### src/logic/sfs_defs.vh
`ifndef SFS_DEFS_VH
`define SFS_DEFS_VH

// Register numbers on the plain register port
`define SFS_A_QSTAT    4'h1
`define SFS_A_CH_FIRST 4'h2
`define SFS_A_CH_LAST  4'h5
`define SFS_A_DSTAT    4'h7
`define SFS_A_OUTCTL   4'h8
`define SFS_A_IRQ_ST   4'h9
`define SFS_A_IRQ_MSK  4'hA
`define SFS_A_MODE     4'hB

// Widths
`define SFS_AW   4
`define SFS_DW   16
`define SFS_NCH  4
`define SFS_NEV  3

// Field positions
`define SFS_B_ON       0
`define SFS_B_CPF      0
`define SFS_B_UVF      0
`define SFS_B_OVF      1
`define SFS_B_SUM      15
`define SFS_B_FAIL     0
`define SFS_EV_UV      0
`define SFS_EV_OV      1
`define SFS_EV_CP      2

// Reset values
`define SFS_RST_CMD    4'h0
`define SFS_RST_MASK   3'h0
`define SFS_RST_DATA   16'h0000

// Timing: figures in their own unit, counts derived
`define SFS_CLK_MHZ    250
`define SFS_UVOV_NS    3500
`define SFS_CP_NS      4000
`define SFS_UVOV_CYC   ((`SFS_UVOV_NS * `SFS_CLK_MHZ) / 1000)
`define SFS_CP_CYC     ((`SFS_CP_NS * `SFS_CLK_MHZ) / 1000)
`define SFS_RESTART_MS 64
`define SFS_RESTART_CYC (`SFS_RESTART_MS * `SFS_CLK_MHZ * 1000)
`define SFS_FLT_W      11
`define SFS_RS_W       24

`endif

### src/logic/sfs_filter.v
`default_nettype none
`include "sfs_defs.vh"

// Deglitch counter: output rises only after the input stays high N cycles
module sfs_filter #(
  parameter [`SFS_FLT_W-1:0] N = 11'h001
) (
  // Clock and reset
  input  wire sys_clk,
  input  wire nrst,
  // Raw and filtered level
  input  wire raw,
  output reg  filt_r
);

  reg [`SFS_FLT_W-1:0] cnt_r;

  // Count restarts whenever the input drops
  always @(posedge sys_clk or negedge nrst) begin
    if (!nrst) begin
      cnt_r  <= 11'h000;
      filt_r <= 1'b0;
    end else if (!raw) begin
      cnt_r  <= 11'h000;
      filt_r <= 1'b0;
    end else if (cnt_r == N - 11'h001) begin
      filt_r <= 1'b1;
    end else begin
      cnt_r <= cnt_r + 11'h001;
    end
  end

endmodule

`default_nettype wire

### src/logic/sfs_top.v
`default_nettype none
`include "sfs_defs.vh"

// Contract
// - Undervoltage lasting the filter time turns every output off.
// - Filtered undervoltage sets supply low latch and fault summary.
// - Normal mode: outputs stay off until condition gone and ON written.
// - Supply low latch clears only when condition gone and status 7 read.
// - Fail mode restarts outputs after undervoltage without host command.
// - Autorestart retries every 64 ms, between 48 and 80 ms.
// - Overvoltage sets supply high latch and fault summary.
// - Supply high latch clears only when condition gone and status 7 read.
// - Outputs held off until pump first valid; pending turn-on then executed.
// - Pump out of range past its filter time disables all outputs.
// - Filtered pump fault sets pump fault latch and fault summary.
// - Deferred turn-on executes when pump valid; inrush windows restart then.
// - Pump fault latch clears only when condition gone and status 1 read.
module sfs_top #(
  parameter [`SFS_RS_W-1:0] RESTART_CYC = `SFS_RESTART_CYC
) (
  // Clock and reset
  input  wire                  sys_clk,
  input  wire                  nrst,
  // Register port
  input  wire [`SFS_AW-1:0]    reg_addr,
  input  wire [`SFS_DW-1:0]    reg_wdata,
  input  wire                  reg_wr,
  input  wire                  reg_rd,
  output reg  [`SFS_DW-1:0]    reg_rdata,
  // Supply comparators
  input  wire                  supply_low_cmp,
  input  wire                  supply_high_cmp,
  input  wire                  pump_bad_cmp,
  // Power outputs
  output reg  [`SFS_NCH-1:0]   out_en,
  output reg  [`SFS_NCH-1:0]   inrush_restart,
  // Status
  output wire                  device_fault_summary,
  output wire                  irq
);

  ////////////////////////////////////////////////////////////////////////
  // Fault filters

  // Filter lengths in clock cycles, cut to the counter width on purpose
  localparam integer          UVOV_CYC_I = `SFS_UVOV_CYC;
  localparam integer          CP_CYC_I   = `SFS_CP_CYC;
  localparam [`SFS_FLT_W-1:0] UVOV_N     = UVOV_CYC_I[`SFS_FLT_W-1:0];
  localparam [`SFS_FLT_W-1:0] CP_N       = CP_CYC_I[`SFS_FLT_W-1:0];

  // Filtered fault levels
  wire uv_filt;
  wire ov_filt;
  wire cp_filt;

  // Undervoltage deglitch
  sfs_filter #(.N(UVOV_N)) u_uv (
    .sys_clk (sys_clk),
    .nrst    (nrst),
    .raw     (supply_low_cmp),
    .filt_r  (uv_filt)
  );

  // Overvoltage deglitch
  sfs_filter #(.N(UVOV_N)) u_ov (
    .sys_clk (sys_clk),
    .nrst    (nrst),
    .raw     (supply_high_cmp),
    .filt_r  (ov_filt)
  );

  // Pump deglitch
  sfs_filter #(.N(CP_N)) u_cp (
    .sys_clk (sys_clk),
    .nrst    (nrst),
    .raw     (pump_bad_cmp),
    .filt_r  (cp_filt)
  );

  ////////////////////////////////////////////////////////////////////////
  // Register decode

  // Control state
  reg                  fail_mode_r;
  reg [`SFS_NCH-1:0]   cmd_on_r;
  reg [`SFS_NCH-1:0]   cmd_on_nxt;

  // Fault latches and interrupt state
  reg                  uv_lat_r;
  reg                  ov_lat_r;
  reg                  cp_lat_r;
  reg [`SFS_NEV-1:0]   irq_st_r;
  reg [`SFS_NEV-1:0]   irq_msk_r;

  // Filter edge history
  reg                  uv_q_r;
  reg                  ov_q_r;
  reg                  cp_q_r;

  // Power-up and restart tracking
  reg                  pump_up_r;
  reg                  rs_pend_r;
  reg [`SFS_RS_W-1:0]  rs_cnt_r;

  // Channel registers; index counts from the first channel register
  wire                 ch_sel;
  wire [`SFS_AW-1:0]   ch_off;
  wire [1:0]           ch_idx;
  assign ch_sel = (reg_addr >= `SFS_A_CH_FIRST) && (reg_addr <= `SFS_A_CH_LAST);
  assign ch_off = reg_addr - `SFS_A_CH_FIRST;
  assign ch_idx = ch_off[1:0];

  // Write strobes that carry ON bits
  wire wr_ch    = reg_wr && ch_sel;
  wire wr_outc  = reg_wr && (reg_addr == `SFS_A_OUTCTL);

  // Control register writes
  wire wr_mode  = reg_wr && (reg_addr == `SFS_A_MODE);
  wire wr_msk   = reg_wr && (reg_addr == `SFS_A_IRQ_MSK);
  wire wr_ist   = reg_wr && (reg_addr == `SFS_A_IRQ_ST);

  // Status reads that may clear latches
  wire rd_qst   = reg_rd && (reg_addr == `SFS_A_QSTAT);
  wire rd_dst   = reg_rd && (reg_addr == `SFS_A_DSTAT);

  // A clearing read counts only once the condition has gone
  wire uv_clr   = rd_dst && !supply_low_cmp;
  wire ov_clr   = rd_dst && !supply_high_cmp;
  wire cp_clr   = rd_qst && !pump_bad_cmp;

  // ON writes are refused while the supply is still low
  wire on_ok    = !supply_low_cmp;

  // Summary is the OR of all fault latches
  assign device_fault_summary = uv_lat_r | ov_lat_r | cp_lat_r;

  ////////////////////////////////////////////////////////////////////////
  // Mode and mask registers

  // Fail mode bit and interrupt mask
  always @(posedge sys_clk or negedge nrst) begin
    if (!nrst) begin
      fail_mode_r <= 1'b0;
      irq_msk_r   <= `SFS_RST_MASK;
    end else begin
      if (wr_mode)
        fail_mode_r <= reg_wdata[`SFS_B_FAIL];
      if (wr_msk)
        irq_msk_r <= reg_wdata[`SFS_NEV-1:0];
    end
  end

  ////////////////////////////////////////////////////////////////////////
  // Turn-on commands

  // Commanded state; ON writes refused while undervoltage still present
  always @* begin
    cmd_on_nxt = cmd_on_r;
    if (on_ok) begin
      if (wr_ch)
        cmd_on_nxt[ch_idx] = reg_wdata[`SFS_B_ON];
      if (wr_outc)
        cmd_on_nxt = reg_wdata[`SFS_NCH-1:0];
    end
    // Normal mode forgets the command on undervoltage shutdown
    if (uv_filt && !fail_mode_r)
      cmd_on_nxt = `SFS_RST_CMD;
  end

  // Command register; commands stay remembered across pump faults
  always @(posedge sys_clk or negedge nrst) begin
    if (!nrst)
      cmd_on_r <= `SFS_RST_CMD;
    else
      cmd_on_r <= cmd_on_nxt;
  end

  ////////////////////////////////////////////////////////////////////////
  // Pump power-up tracking

  // Set once the pump first reads valid after reset
  // Later pump faults are left to the pump filter
  always @(posedge sys_clk or negedge nrst) begin
    if (!nrst)
      pump_up_r <= 1'b0;
    else if (!pump_bad_cmp)
      pump_up_r <= 1'b1;
  end

  ////////////////////////////////////////////////////////////////////////
  // Fail-mode autorestart

  // Last cycle of a retry interval
  wire rs_due = (rs_cnt_r == RESTART_CYC - 24'h000001);

  // Pending retry after an undervoltage shutdown in fail mode; the interval
  // counts from the end of the shutdown, so a long dip cannot cut it short
  always @(posedge sys_clk or negedge nrst) begin
    if (!nrst) begin
      rs_pend_r <= 1'b0;
      rs_cnt_r  <= {`SFS_RS_W{1'b0}};
    end else if (uv_filt && fail_mode_r) begin
      rs_pend_r <= 1'b1;
      rs_cnt_r  <= {`SFS_RS_W{1'b0}};
    end else if (!fail_mode_r) begin
      rs_pend_r <= 1'b0;
      rs_cnt_r  <= {`SFS_RS_W{1'b0}};
    end else if (rs_pend_r) begin
      if (rs_due) begin
        rs_cnt_r <= {`SFS_RS_W{1'b0}};
        // Retry succeeds only once supply is back
        if (!supply_low_cmp)
          rs_pend_r <= 1'b0;
      end else begin
        rs_cnt_r <= rs_cnt_r + 24'h000001;
      end
    end
  end

  ////////////////////////////////////////////////////////////////////////
  // Output gating

  // Reasons to hold every output off
  wire fault_off   = uv_filt | cp_filt;
  wire startup_off = !pump_up_r;
  wire restart_off = rs_pend_r;
  wire gate_off    = fault_off | startup_off | restart_off;
  wire [`SFS_NCH-1:0] en_nxt = gate_off ? {`SFS_NCH{1'b0}} : cmd_on_r;

  // Outputs forced off by faults; restart pulse on each real turn-on
  always @(posedge sys_clk or negedge nrst) begin
    if (!nrst) begin
      out_en         <= {`SFS_NCH{1'b0}};
      inrush_restart <= {`SFS_NCH{1'b0}};
    end else begin
      out_en         <= en_nxt;
      inrush_restart <= en_nxt & ~out_en;
    end
  end

  ////////////////////////////////////////////////////////////////////////
  // Fault latches

  // Set wins over a clearing read
  always @(posedge sys_clk or negedge nrst) begin
    if (!nrst) begin
      uv_lat_r <= 1'b0;
      ov_lat_r <= 1'b0;
      cp_lat_r <= 1'b0;
    end else begin
      if (uv_filt)
        uv_lat_r <= 1'b1;
      else if (uv_clr)
        uv_lat_r <= 1'b0;
      if (ov_filt)
        ov_lat_r <= 1'b1;
      else if (ov_clr)
        ov_lat_r <= 1'b0;
      if (cp_filt)
        cp_lat_r <= 1'b1;
      else if (cp_clr)
        cp_lat_r <= 1'b0;
    end
  end

  ////////////////////////////////////////////////////////////////////////
  // Interrupts

  // One-cycle events on the rising edge of each filtered fault
  wire [`SFS_NEV-1:0] ev;
  assign ev[`SFS_EV_UV] = uv_filt & ~uv_q_r;
  assign ev[`SFS_EV_OV] = ov_filt & ~ov_q_r;
  assign ev[`SFS_EV_CP] = cp_filt & ~cp_q_r;

  // Edge history of filtered faults
  always @(posedge sys_clk or negedge nrst) begin
    if (!nrst) begin
      uv_q_r <= 1'b0;
      ov_q_r <= 1'b0;
      cp_q_r <= 1'b0;
    end else begin
      uv_q_r <= uv_filt;
      ov_q_r <= ov_filt;
      cp_q_r <= cp_filt;
    end
  end

  // Sticky status, write one to clear, new event wins
  always @(posedge sys_clk or negedge nrst) begin
    if (!nrst)
      irq_st_r <= {`SFS_NEV{1'b0}};
    else if (wr_ist)
      irq_st_r <= (irq_st_r & ~reg_wdata[`SFS_NEV-1:0]) | ev;
    else
      irq_st_r <= irq_st_r | ev;
  end

  // Level interrupt while any unmasked status bit is set
  assign irq = |(irq_st_r & irq_msk_r);

  ////////////////////////////////////////////////////////////////////////
  // Read data

  // Registers 1 to 7 all carry the fault summary bit
  wire sum_reg = (reg_addr >= `SFS_A_QSTAT) && (reg_addr <= `SFS_A_DSTAT);

  // Next read word
  reg [`SFS_DW-1:0] rd_nxt;

  // Read mux; fault summary shown in registers 1 to 7
  always @* begin
    rd_nxt = `SFS_RST_DATA;
    if (sum_reg)
      rd_nxt[`SFS_B_SUM] = device_fault_summary;
    if (ch_sel)
      rd_nxt[`SFS_B_ON] = cmd_on_r[ch_idx];
    case (reg_addr)
      `SFS_A_QSTAT:   rd_nxt[`SFS_B_CPF] = cp_lat_r;
      `SFS_A_DSTAT: begin
        rd_nxt[`SFS_B_UVF] = uv_lat_r;
        rd_nxt[`SFS_B_OVF] = ov_lat_r;
      end
      `SFS_A_OUTCTL:  rd_nxt[`SFS_NCH-1:0] = cmd_on_r;
      `SFS_A_IRQ_ST:  rd_nxt[`SFS_NEV-1:0] = irq_st_r;
      `SFS_A_IRQ_MSK: rd_nxt[`SFS_NEV-1:0] = irq_msk_r;
      `SFS_A_MODE:    rd_nxt[`SFS_B_FAIL] = fail_mode_r;
      default:        ;
    endcase
  end

  // Read data stands one cycle after the strobe, zero otherwise
  always @(posedge sys_clk or negedge nrst) begin
    if (!nrst)
      reg_rdata <= `SFS_RST_DATA;
    else if (reg_rd)
      reg_rdata <= rd_nxt;
    else
      reg_rdata <= `SFS_RST_DATA;
  end

endmodule

`default_nettype wire

### config.mk
export PLATFORM = sky130hd
export DESIGN_NAME = sfs_top
export DESIGN_NICKNAME = d
export VERILOG_FILES = /design/src/logic/sfs_filter.v /design/src/logic/sfs_top.v
export VERILOG_INCLUDE_DIRS = /design/src /design/src/logic
export SDC_FILE = /design/constraint.sdc
export NUM_CORES = 1
export LEC_CHECK = 0
export BUFFER_PORTS_ARGS = -buffer_cell sky130_fd_sc_hd__buf_4
export CAP_MARGIN = 20
export CORE_UTILIZATION = 46
export DETAILED_ROUTE_END_ITERATION = 10
export PLACE_DENSITY = 0.76
export RECOVER_POWER = 100
export REMOVE_ABC_BUFFERS = 1
export SLEW_MARGIN = 40
export SYNTH_ARGS = -nofsm -noshare
export SYNTH_HDL_FRONTEND = slang
export SYNTH_HIERARCHICAL = 1
export SYNTH_SLANG_ARGS = --single-unit
### constraint.sdc
create_clock -name sys_clk -period 1.6 [get_ports sys_clk]
set_input_delay 0 -clock sys_clk [delete_from_list [all_inputs] [get_ports sys_clk]]
set_output_delay 0 -clock sys_clk [all_outputs]
set_load 0.1 [all_outputs]
Word level (Yosys, flattened, before mapping)
Index checks and enable logic that the tools add are counted.

word-level totals
  flip-flop bits (word level) = 103
  input bits = 27

operators by class
  equality and inequality tests = 18
  multiplexer cells = 45
  $lt $le $gt $ge = 6
  bitwise logic cells = 18
  reductions and logical operators = 26
  add/sub/neg operators = 5

operators with widths
  operator                                              number
  2-to-1 mux 24 bit                                     4
  2-to-1 mux 11 bit                                     6
  adder 11 x 1 -> 11 bit (second input constant)        3
  == test 11 x 10 -> 1 bit (second input constant)      3
  adder 24 x 1 -> 24 bit (second input constant)        1
  == test 24 bit (second input constant)                1
  2-to-1 mux 1 bit                                      22
  2-to-1 mux 4 bit                                      5
  == test 4 bit (second input constant)                 4
  2-to-1 mux 16 bit                                     1
  logical AND 1 bit                                     15
  <= comparator 4 x 3 -> 1 bit (second input constant)  2
  != test 2 x 1 -> 1 bit (second input constant)        4
  AND 3 bit                                             2
  != test 2 bit (second input constant)                 3
  OR 3 bit                                              2
  case mux 1 bit (6 select lines)                       1
  nonzero test 2 bit                                    3
  logical NOT 1 bit                                     5
  OR 1 bit                                              5
  AND 4 bit                                             1
  bitwise mux 4 bit                                     1
  == test 4 x 1 -> 1 bit (second input constant)        1
  == test 4 x 3 -> 1 bit (second input constant)        1
  18 further kinds                                      22

Longest topological paths before layout
Gate-level depths: netlist (run 1).

  depth after elaboration = 10
  depth in mapped cells = 6

Hierarchy
The synthesis (run 1) kept the hierarchy.

modules (own cells, without submodules)
  module                  area an instance (sq um)  instances  cells each
  sfs_top                 2,996.6                   1          312
  sfs_filter at u_ov ...  623.1                     2          61
  sfs_filter at u_cp      600.6                     1          58

Worst setup path before layout (run 1)
No wires, ideal clock.

  path type = reg2reg
  start = register rs_cnt_r[13]
  end = register rs_cnt_r[19]
  slack = -0.096 ns
  arrival time = 1.618 ns
  library setup time = 0.078 ns
  stages on the path, launching flop included = 7
  path buffers = 1
  cells stage by stage = dfrtp_1 > and4bb_1 > and4_4 > buf_6 > and2_4 > or4_1 > a21oi_1

on the way
  word-level cells in the longest chain between the ends = 5
  elaborated cells between the ends (all ways) = 6

ends and longest elaborated chain
  item                                                             RTL line                      text
  from (decl)                                                      sfs_top.v:103                 reg [`SFS_RS_W-1:0] rs_cnt_r;
  from (signal assigned)                                           sfs_top.v:201                 rs_cnt_r <= {`SFS_RS_W{1'b0}};
  from (signal assigned)                                           sfs_top.v:204                 rs_cnt_r <= {`SFS_RS_W{1'b0}};
  from (signal assigned)                                           sfs_top.v:207                 rs_cnt_r <= {`SFS_RS_W{1'b0}};
  adder 24 x 1 -> 24 bit / == test 24 bit (equally long branches)  sfs_top.v:215, sfs_top.v:194
  2-to-1 mux 24 bit *                                              sfs_top.v:209                 if (rs_due) begin
  2-to-1 mux 24 bit *                                              sfs_top.v:208                 end else if (rs_pend_r) begin
  2-to-1 mux 24 bit *                                              sfs_top.v:205                 end else if (!fail_mode_r) begin
  2-to-1 mux 24 bit *                                              sfs_top.v:202                 end else if (uv_filt && fail_mode_r) begin

Mark *: on every way between the ends. The rest lies on a longest branch, timed or not. The select of a mux whose other input is x is not followed.
A chain may end at the register's enable or synchronous reset.

Final worst setup path (run 1)
  start = register rs_cnt_r[19]
  end = register rs_cnt_r[13]

on the way
  word-level cells in the longest chain between the ends = 5

ends and longest elaborated chain
  item               RTL line       text
  == test 24 bit     sfs_top.v:194  wire rs_due = (rs_cnt_r == RESTART_CYC - 24'h000001);
  2-to-1 mux 24 bit  sfs_top.v:209
  2-to-1 mux 24 bit  sfs_top.v:208
  2-to-1 mux 24 bit  sfs_top.v:205
  2-to-1 mux 24 bit  sfs_top.v:202

No other way between the ends. The select of a mux whose other input is x is not followed.

==> impl_metrics.tcl, run 1 <==
set metrics [dict create \
    outcome "finished, violations left" \
    violations "setup timing" \
    cts_root_buf "clkbuf_8" \
    clk_latency_ns 0.36 \
    skew_ns 0.01329 \
    globalRouteOverflowTotal 0 \
    finalSetupViolations 27 \
    final_cells 763 \
    nNetsFinal 655 \
    cts_buffers 9 \
    cp.required_ns 1.86 \
    clock_path_buffers 2 \
    drv_slew 0 \
    synth_top_cell_area_share_pct 47.53 \
    fin_ws_ns -0.1957 \
    grt_max_degree 40 \
    antenna_found_initial 0 \
    drc 0 \
    cp-end-kind "register" \
    ioPinCount 53 \
    ys_async_sr_fraction_pct 100.0 \
    cp_max_fo 5 \
    diodes 0 \
    die_w_um 104.6 \
    ys_ff_latch 92 \
    critPathKind "register to register" \
    ant_nets 0 \
    grt_pass1_wl_mm 19.93 \
    initial_core_util_pct 47.13 \
    hold_path.class "primary input to register" \
    grt_pass1_vias 4209 \
    fmax_mhz 556.9 \
    area_delta_synth_final_pct 28.80 \
    netlist_area_sq_um 4843 \
    place_hpwl_mm 8.202 \
    path_cells "nor4_2, and4_4, and2_4, o21ai_0, a32o_1" \
    viasPerCell 5.723 \
    gp_congestion 0.9463 \
    ys_dominant_reg_cell "dfrtp_1" \
    vdd.ir_drop.worst_mv 0.8063 \
    synth_edf_count 0 \
    cp_slowest_stage_delay_ns 0.46 \
    wirelength_mm 12.06 \
    synth_warnings 6 \
    dr_total_vias 4367 \
    yosysUniqueCellTypes 63 \
    power_density_nw_per_um2 888.6 \
    timing.max_cap.violations 0 \
    yosysMostFrequentCell "dfrtp_1" \
    synth.avg_cell_area_sq_um 9.844 \
    critPathSlowestCell "dfrtp_2" \
    finalHoldViolCount 0 \
    crit_buf_inv 0 \
    die_y_um 104.6 \
    routedWlPerCell_um 15.80 \
    cts_tree "built" \
    first_pass_iters 5 \
    synthTopCellsByArea "dfrtp_1 48%, nand2_1 3.7%, a21oi_1 3.6%" \
    cts.htree.levels 3 \
    clock-sinks 92 \
    reg2reg_slack_ns -0.20 \
    synth_commonest_cells "92 x dfrtp_1, 48 x nand2_1, 35 x a21oi_1" \
    synth_top_area_cell "dfrtp_1" \
    synthesis.instances 492 \
    grt.total_usage_pct 22.62 \
    core-area_sq_um 10280 \
    placed_cells 713 \
    drt_iter0_drc 178 \
    place_area_sq_um 5663 \
    fin_area_sq_um 6238 \
    cp.arrival_ns 2.05 \
    dieArea_sq_um 10940 \
    fin_total_pwr_mw 5.544 \
    crit_family "simple AND/OR/NAND/NOR gates" \
    fin_crit_ns 1.796 \
    cp-start-kind "register" \
    drive_gt1_share_pct 27.75 \
    io_buffers 29 \
    tightest_slew_ns 0.8928 \
    rsz0062_at_grt "yes" \
    clk_pin_slew_ns 0.10 \
    period_share_pct 112.2 \
    yosysSeqAreaShare_pct 47.53 \
    p_leak_nw 2.851 \
    core.rowCount 37 \
    maxSlewHeadroom_pct 40.48 \
]
==> cell usage in the layout, fill, tap and decap left out, types with 14 or more instances in the layout <==
master    count
buf_4        88
nor2_1       27
clkbuf_2     18
inv_1        20
a21oi_1      30
mux2i_1      14
or3_1        15
nand2_1      46
o21ai_0      21
nand3_1      18
nand4_1      15
dfrtp_1      91
==> where the power goes <==
group	switching, mW	total, mW	internal (mW)
combinational	0.851	1.12	0.268
sequential	0.0815	2.53	2.44
clock	0.851	1.90	1.05
==> kinds of logic after synthesis <==
group	count (synthesis)	synth area share, %
compound gates	106	13.74
other cells	1	0.07743
buf+inv	47	4.908
fa+ha+maj	6	1.550
simple gates	209	25.73
xor+xnor	12	2.170
flops	92	47.53
mux	19	4.288
==> metal layers <==
metal	GRT usage, %	wire length [um]
met3	3.244	602
met5	0	0
met1	28.30	4939
met2	39.07	6186
met4	9.658	327
==> worst reg2reg max path, stage by stage (launching register included) <==
cell and delay, ns:
dfrtp_2 0.46, nor4_2 0.35, and4_4 0.32, and2_4 0.17, o21ai_0 0.12, a32o_1 0.28
==> repair_timing <==
action                                 CTS  global route
setup buffers                           12            13
cloned                                   0             0
endpoints found under the hold margin  120             0
hold buffers                             9             0
pin swaps                               20            28
setup endpoints to repair               23            36
gates resized for setup                 19            21
==> registers in the layout, indices dropped and copies added (netlist names), 3 cells and up <==
register	count
cmd_on_r	4
inrush_restart	4
irq_msk_r	3
irq_st_r	3
out_en	4
reg_rdata	5
rs_cnt_r	24
u_cp/cnt_r	11
u_ov/cnt_r	11
u_uv/cnt_r	11
==> stage by stage <==
stage          utilization [%]  worst slack, ns  setup TNS [ns]  hold slack [ns]
2_1_floorplan                -         -0.02358        -0.06434          -0.2956
3_3_place_gp             55.10         -0.08428         -0.3185         -0.07957
3_5_place_dp             55.10          -0.1223         -0.9627         -0.07136
4_1_cts                  60.09         -0.05380         -0.3602         0.002199
5_1_grt                  60.70          -0.2458          -4.388          0.01983
6_report                 60.70          -0.1957          -1.620          0.01095
==> worst paths after layout <==
path	end	cells past startpoint	startpoint
setup / recovery	rs_cnt_r[13]$_DFFE_PN0P_	5	rs_cnt_r[19]$_DFFE_PN0P_
hold / removal	reg_rdata[0]$_DFF_PN0_	3	reg_addr[2]
setup reg to reg	rs_cnt_r[13]$_DFFE_PN0P_	5	rs_cnt_r[19]$_DFFE_PN0P_
hold reg to reg	inrush_restart[3]$_DFF_PN0_	1	out_en[3]$_DFF_PN0_
max in group asynchronous	u_uv/cnt_r[9]$_DFFE_PN0P_	3	nrst
min in group asynchronous	inrush_restart[3]$_DFF_PN0_	2	nrst
==> area by class of cell <==
class | count | area (sq um)
Clock inverter | 7 | 121.4
Multi-Input combinational cell | 363 | 2475
Tap cell | 136 | 170.2
Inverter | 21 | 78.83
Clock buffer | 9 | 123.9
Timing Repair Buffer | 135 | 965.9
Fill cell | 846 | 4039
Sequential cell | 92 | 2303
(Power assumes the default switching activity.)
==> inputs of run 2 (changes only) <==
Settings changed: ABC_AREA set to 1, CELL_PAD_IN_SITES_DETAIL_PLACEMENT set to 1, CELL_PAD_IN_SITES_GLOBAL_PLACEMENT set to 2, CORE_UTILIZATION 46 to 31, PLACE_DENSITY 0.76 to 0.84.
==> run 2 against run 1 <==
Compared with the run above: the flow now finishes without violations; die area up 60%; wire length up 19%; sequential power is essentially flat; clock skew fell by 0.0076 ns; largest power group unchanged; largest cell class unchanged.
==> impl_metrics.tcl, run 2 <==
set metrics [dict create \
    timing.max_cap.violations 0 \
    finalHoldViolCount 0 \
    cp-start-kind "register" \
    hold_path.class "primary input to register" \
    place_hpwl_mm 10.93 \
    finalSetupTns_ns 0 \
    intPower_mw 3.879 \
    drv_slew 0 \
    yosysUniqueCellTypes 32 \
    core-area_sq_um 16580 \
    rsz0062_at_grt "yes" \
    die_w_um 132.4 \
    area_delta_synth_final_pct 17.74 \
    largest-register "rs_cnt_r" \
    power_frac_seq_pct 44.1 \
    combPwrFrac_pct 18.3 \
    largest_register_ffs 24 \
    routedWlPerCell_um 14.28 \
    period_share_pct 93.55 \
    clk_pin_slew_ns 0.07 \
    cts_buffers 9 \
    cp.arrival_ns 1.73 \
    fin_crit_ns 1.497 \
    mostFrequentLayoutCells "190 x nand2_1, 96 x inv_1, 96 x nor2_1, 90 x dfrtp_1, 73 x nand3_1" \
    critPathKind "register to register" \
    drt_iter0_drc 191 \
    synthesis.instances 714 \
    power.switching_mw 1.882 \
    p_leak_nw 2.978 \
    finalSetupViolations 0 \
    diodes 0 \
    die_y_um 132.4 \
    clock_path_buffers 2 \
    grt.total_usage_pct 17.50 \
    clockPowerShare_pct 37.6 \
    antenna_found_initial 0 \
    outcome "complete, no violations" \
    synth_top_area_cell "dfrtp_1" \
    p_sw_share_pct 32.66 \
    ant_nets 0 \
    cts_tree "built" \
    grt_max_degree 34 \
    synth.avg_cell_area_sq_um 7.379 \
    core.rowCount 47 \
    vdd.ir_drop.worst_mv 0.5496 \
    hold_slack_ns 0.007617 \
    final_common_cell "nand2_1" \
    io_buffers 29 \
    synth_edf_count 0 \
    dieArea_sq_um 17520 \
    ioPinCount 53 \
    first_pass_iters 4 \
    grt_pass1_vias 5041 \
    viasPerCell 4.706 \
    gp_congestion 0.8484 \
    wirelength_mm 14.40 \
    yosysSeqAreaShare_pct 43.70 \
    initial_core_util_pct 31.77 \
    nNetsFinal 816 \
    netlist_area_sq_um 5269 \
    synth_top_cell_area_share_pct 43.70 \
    synth_commonest_cells "192 x nand2_1, 96 x inv_1, 94 x nor2_1" \
    clk_latency_ns 0.35 \
    dr_total_vias 4744 \
    cts_root_buf "clkbuf_16" \
    ys_dominant_reg_cell "dfrtp_1" \
    ys_async_sr_fraction_pct 100.0 \
    grt_pass1_wl_mm 24.76 \
    cp.required_ns 1.84 \
    globalRouteOverflowTotal 0 \
    yosysMostFrequentCell "nand2_1" \
    drive_gt1_share_pct 14.59 \
    cp_max_fo 10 \
    clock-sinks 92 \
    fmax_mhz 668.1 \
    maxSlewHeadroom_pct 46.90 \
    cp-end-kind "register" \
    cts.htree.levels 3 \
    drc 0 \
    synthTopCellsByArea "dfrtp_1 44%, nand2_1 14%, inv_1 6.8%" \
    synth_warnings 6 \
    tightest_slew_ns 0.7965 \
    skew_ns 0.005676 \
    ys_ff_latch 92 \
    power_density_nw_per_um2 928.7 \
]
[run 2: final cells by class]
type | count | area [sq um]
Fill cell | 2099 | 10380
Multi-Input combinational cell | 516 | 2489
Sequential cell | 92 | 2305
Timing Repair Buffer | 65 | 469.2
Inverter | 99 | 372.9
Tap cell | 220 | 275.3
Clock buffer | 10 | 229.0
Clock inverter | 6 | 63.81
[run 2: power by group through the flow]
stage          clock network [mW]  registers (mW)  logic, mW
3_3_place_gp                    0            2.59       1.03
3_5_place_dp                    0            2.59       1.06
5_1_grt                      2.32            2.56       1.14
2_1_floorplan                   0            2.78      0.522
4_1_cts                      2.24            2.55       1.11
6_report                     2.16            2.54       1.05
[run 2: logic make-up after synthesis]
family / synth area share (%)
compound gates: 6.982
buf+inv: 9.333
xor+xnor: 1.662
flops: 43.70
other cells: 0.07117
simple gates: 36.83
fa+ha+maj: 1.425
[run 2: metrics by stage]
stage	worst slack (ns)	cells	cell area, sq um	power [mW]	util, %
global placement	0.03341	974	5841	3.619	35.22
detailed placement	0.01012	974	5841	3.644	35.22
floorplan	-0.01742	707	5187	3.300	-
finish	0.1032	1008	6203	5.761	37.41
global route	-0.01472	1008	6203	6.018	37.41
CTS	0.02400	1001	6248	5.901	37.68
[run 2: critical path: stages, from the launching register on]
cell and delay [ns]:
dfrtp_1 0.41, inv_1 0.10, nand2_2 0.11, nor2_4 0.25, inv_2 0.16, nand2_1 0.12, xor2_1 0.17, nor2_1 0.07
[run 2: layer usage]
layer	vias to the layer above	GRT usage, %	part of all wire, %
li1	2360	-	-
met1	2316	21.88	45
met2	53	30.85	51
met3	15	2.268	2.3
met4	0	6.130	1.4
met5	-	0	0
[run 2: path summary, 6_finish.rpt]
path	to	startpoint	slack [ns]	cells past startpoint
max	rs_cnt_r[2]$_DFFE_PN0P_	u_uv/filt_r$_DFFE_PN0P_	0.10	7
max in group asynchronous	rs_cnt_r[3]$_DFFE_PN0P_	nrst	0.27	3
min	irq_msk_r[2]$_DFFE_PN0P_	reg_wdata[2]	0.008	3
min reg2reg	cp_q_r$_DFF_PN0_	u_cp/filt_r$_DFFE_PN0P_	0.40	0
max reg2reg	rs_cnt_r[2]$_DFFE_PN0P_	u_uv/filt_r$_DFFE_PN0P_	0.10	7
min in group asynchronous	rs_cnt_r[22]$_DFFE_PN0P_	nrst	0.28	2
[run 2: what timing repair did]
item,in CTS,in global routing
endpoints found under the setup margin,4,21
pin swaps,1,2
setup buffers,3,7
hold buffers,8,0
gates resized for setup,1,19
endpoints found under the hold margin,121,0
==> inputs of run 3 (changes only) <==
Settings changed: CAP_MARGIN 20 to not set, CORE_ASPECT_RATIO set to 0.9.
==> run 3 against run 2 <==
Compared with the run above: utilization decreased by 0.072 points; global-route usage decreased by 0.26 points; count of clock-buffer cells in the layout decreased by 1; combinational power about the same; largest cell class unchanged.
==> impl_metrics.tcl, run 3 (synthesis results as in run 2) <==
set metrics [dict create \
    clock-sinks 92 \
    highest_layer "met4" \
    reg2reg_slack_ns 0.08 \
    initial_core_util_pct 32.22 \
    cp.arrival_ns 1.75 \
    cp_slowest_stage_delay_ns 0.39 \
    routed-wl-met2_mm 6.612 \
    drt_iter0_drc 200 \
    tightest_slew_ns 0.6907 \
    nNetsFinal 807 \
    clk_latency_ns 0.35 \
    die_y_um 125.7 \
    fin_total_pwr_mw 5.660 \
    routedWlPerCell_um 14.03 \
    grt_max_degree 43 \
    min-delay-start "reg_wr" \
    drive_gt1_share_pct 13.61 \
    viasPerCell 4.749 \
    core-area_sq_um 16350 \
    grt_pass1_wl_mm 24.26 \
    ant_nets 0 \
    rsz0062_at_grt "yes" \
    critPathKind "register to register" \
    dr_total_vias 4683 \
    finalSetupViolations 0 \
    placed_cells 955 \
    reg2reg_from "rs_cnt_r[0]$_DFFE_PN0P_" \
    hold_depth 3 \
    cts_root_buf "clkbuf_16" \
    gp_congestion 0.7888 \
    clock_path_buffers 2 \
    clk_pin_slew_ns 0.07 \
    p_leak_nw 2.917 \
    grt.total_usage_pct 17.24 \
    fin_ws_ns 0.08395 \
    dieArea_sq_um 17520 \
    skew_ns 0.006331 \
    ioPinCount 53 \
    globalRouteOverflowTotal 0 \
    cts.htree.levels 3 \
    place_hpwl_mm 10.64 \
    largest-register "rs_cnt_r" \
    core.rowCount 44 \
    final_cells 986 \
    reg2reg_depth 8 \
    cts_buffers 9 \
    cp.required_ns 1.84 \
    timing.max_cap.violations 0 \
    path_cells "ha_2, nand3_2, inv_2, nand2_2, nor2_4, nand2_1, xor2_1, nor2_1" \
    power_density_nw_per_um2 927.2 \
    outcome "complete, no violations" \
    met1_length_mm 6.750 \
    mostFrequentLayoutCells "189 x nand2_1, 96 x inv_1, 96 x nor2_1, 91 x dfrtp_1, 73 x nand3_1" \
    fin_crit_ns 1.516 \
    die_w_um 139.4 \
    cts_tree "built" \
    io_buffers 29 \
    period_share_pct 94.75 \
    wirelength_mm 13.83 \
    final_common_cell "nand2_1" \
    vdd.ir_drop.worst_mv 0.6798 \
    utilization_pct 37.34 \
    nFillCells 2022 \
    drv_slew 0 \
    first_pass_iters 4 \
    drc 0 \
    fmax_mhz 659.6 \
    finalHoldViolCount 0 \
    antenna_found_initial 0 \
    critPathSlowestCell "dfrtp_1" \
    largest_register_ffs 24 \
    finalSetupTns_ns 0 \
    r2r_end "rs_cnt_r[12]$_DFFE_PN0P_" \
    cp-start-kind "register" \
    grt_pass1_vias 5123 \
    hold_path.class "primary input to register" \
    cp_max_fo 4 \
    dp_slack_ns -0.005196 \
    wl_met3_um 363 \
    maxSlewHeadroom_pct 53.95 \
    cp-end-kind "register" \
    area_delta_synth_final_pct 15.86 \
    diodes 0 \
    hold_end "fail_mode_r$_DFFE_PN0P_" \
]
-- run 3: how the worst max path moves through the flow --
stage	end	start	cells past startpoint
finish	rs_cnt_r[12]$_DFFE_PN0P_	rs_cnt_r[0]$_DFFE_PN0P_	8
global route	rs_cnt_r[12]$_DFFE_PN0P_	rs_cnt_r[0]$_DFFE_PN0P_	8
CTS	rs_cnt_r[9]$_DFFE_PN0P_	rs_cnt_r[0]$_DFFE_PN0P_	7
detailed placement	rs_cnt_r[22]$_DFFE_PN0P_	rs_cnt_r[0]$_DFFE_PN0P_	8
global placement	rs_cnt_r[23]$_DFFE_PN0P_	rs_cnt_r[0]$_DFFE_PN0P_	8
floorplan	reg_rdata[15]$_DFF_PN0_	cp_lat_r$_DFFE_PN0P_	4
-- run 3: critical path, delay by kind of cell, from the launching register on --
family	cells	cell delay, ns
buf+inv	1	0.12
fa+ha+maj	1	0.21
flops	1	0.39
simple gates	5	0.54
xor+xnor	1	0.15
-- run 3: cell type report --
type / instances / area, sq um / share of cell area [%]
Sequential cell: 92 / 2303 / 37.73
Multi-Input combinational cell: 516 / 2474 / 40.52
Clock buffer: 9 / 225.2 / 3.689
Tap cell: 207 / 259.0 / 4.243
Inverter: 99 / 372.9 / 6.108
Clock inverter: 7 / 60.06 / 0.9838
Timing Repair Buffer: 56 / 410.4 / 6.723
-- run 3: per-stage QoR --
stage,hold WS (ns),area (sq um)
after floorplan,-0.2956,5187
after global placement,-0.07840,5767
after detailed placement,-0.07509,5767
after CTS,0.0005967,6186
after global routing,0.04312,6105
final,0.01411,6105
-- run 3: timing repair --
| action | 4_1_cts | 5_1_grt |
|---|---|---|
| resized for setup | 2 | 16 |
| hold buffers | 10 | 0 |
| setup buffers | 2 | 3 |
| endpoints found under the hold margin | 125 | 0 |
| pin swaps | 1 | 5 |
| endpoints found under the setup margin | 14 | 22 |
-- run 3: where the power goes --
group | switching [mW] | total, mW | leakage, nW | internal, mW
clock | 0.994 | 2.08 | 0.136 | 1.08
sequential | 0.0950 | 2.53 | 1.25 | 2.44
combinational | 0.826 | 1.05 | 1.53 | 0.224
total | 1.92 | 5.66 | 2.92 | 3.74
-- run 3: metal layers --
layer | track usage (%) | up-vias
met5 | 0 | -
met4 | 4.248 | 0
met3 | 3.650 | 8
met2 | 29.23 | 47
met1 | 22.37 | 2276
li1 | - | 2352
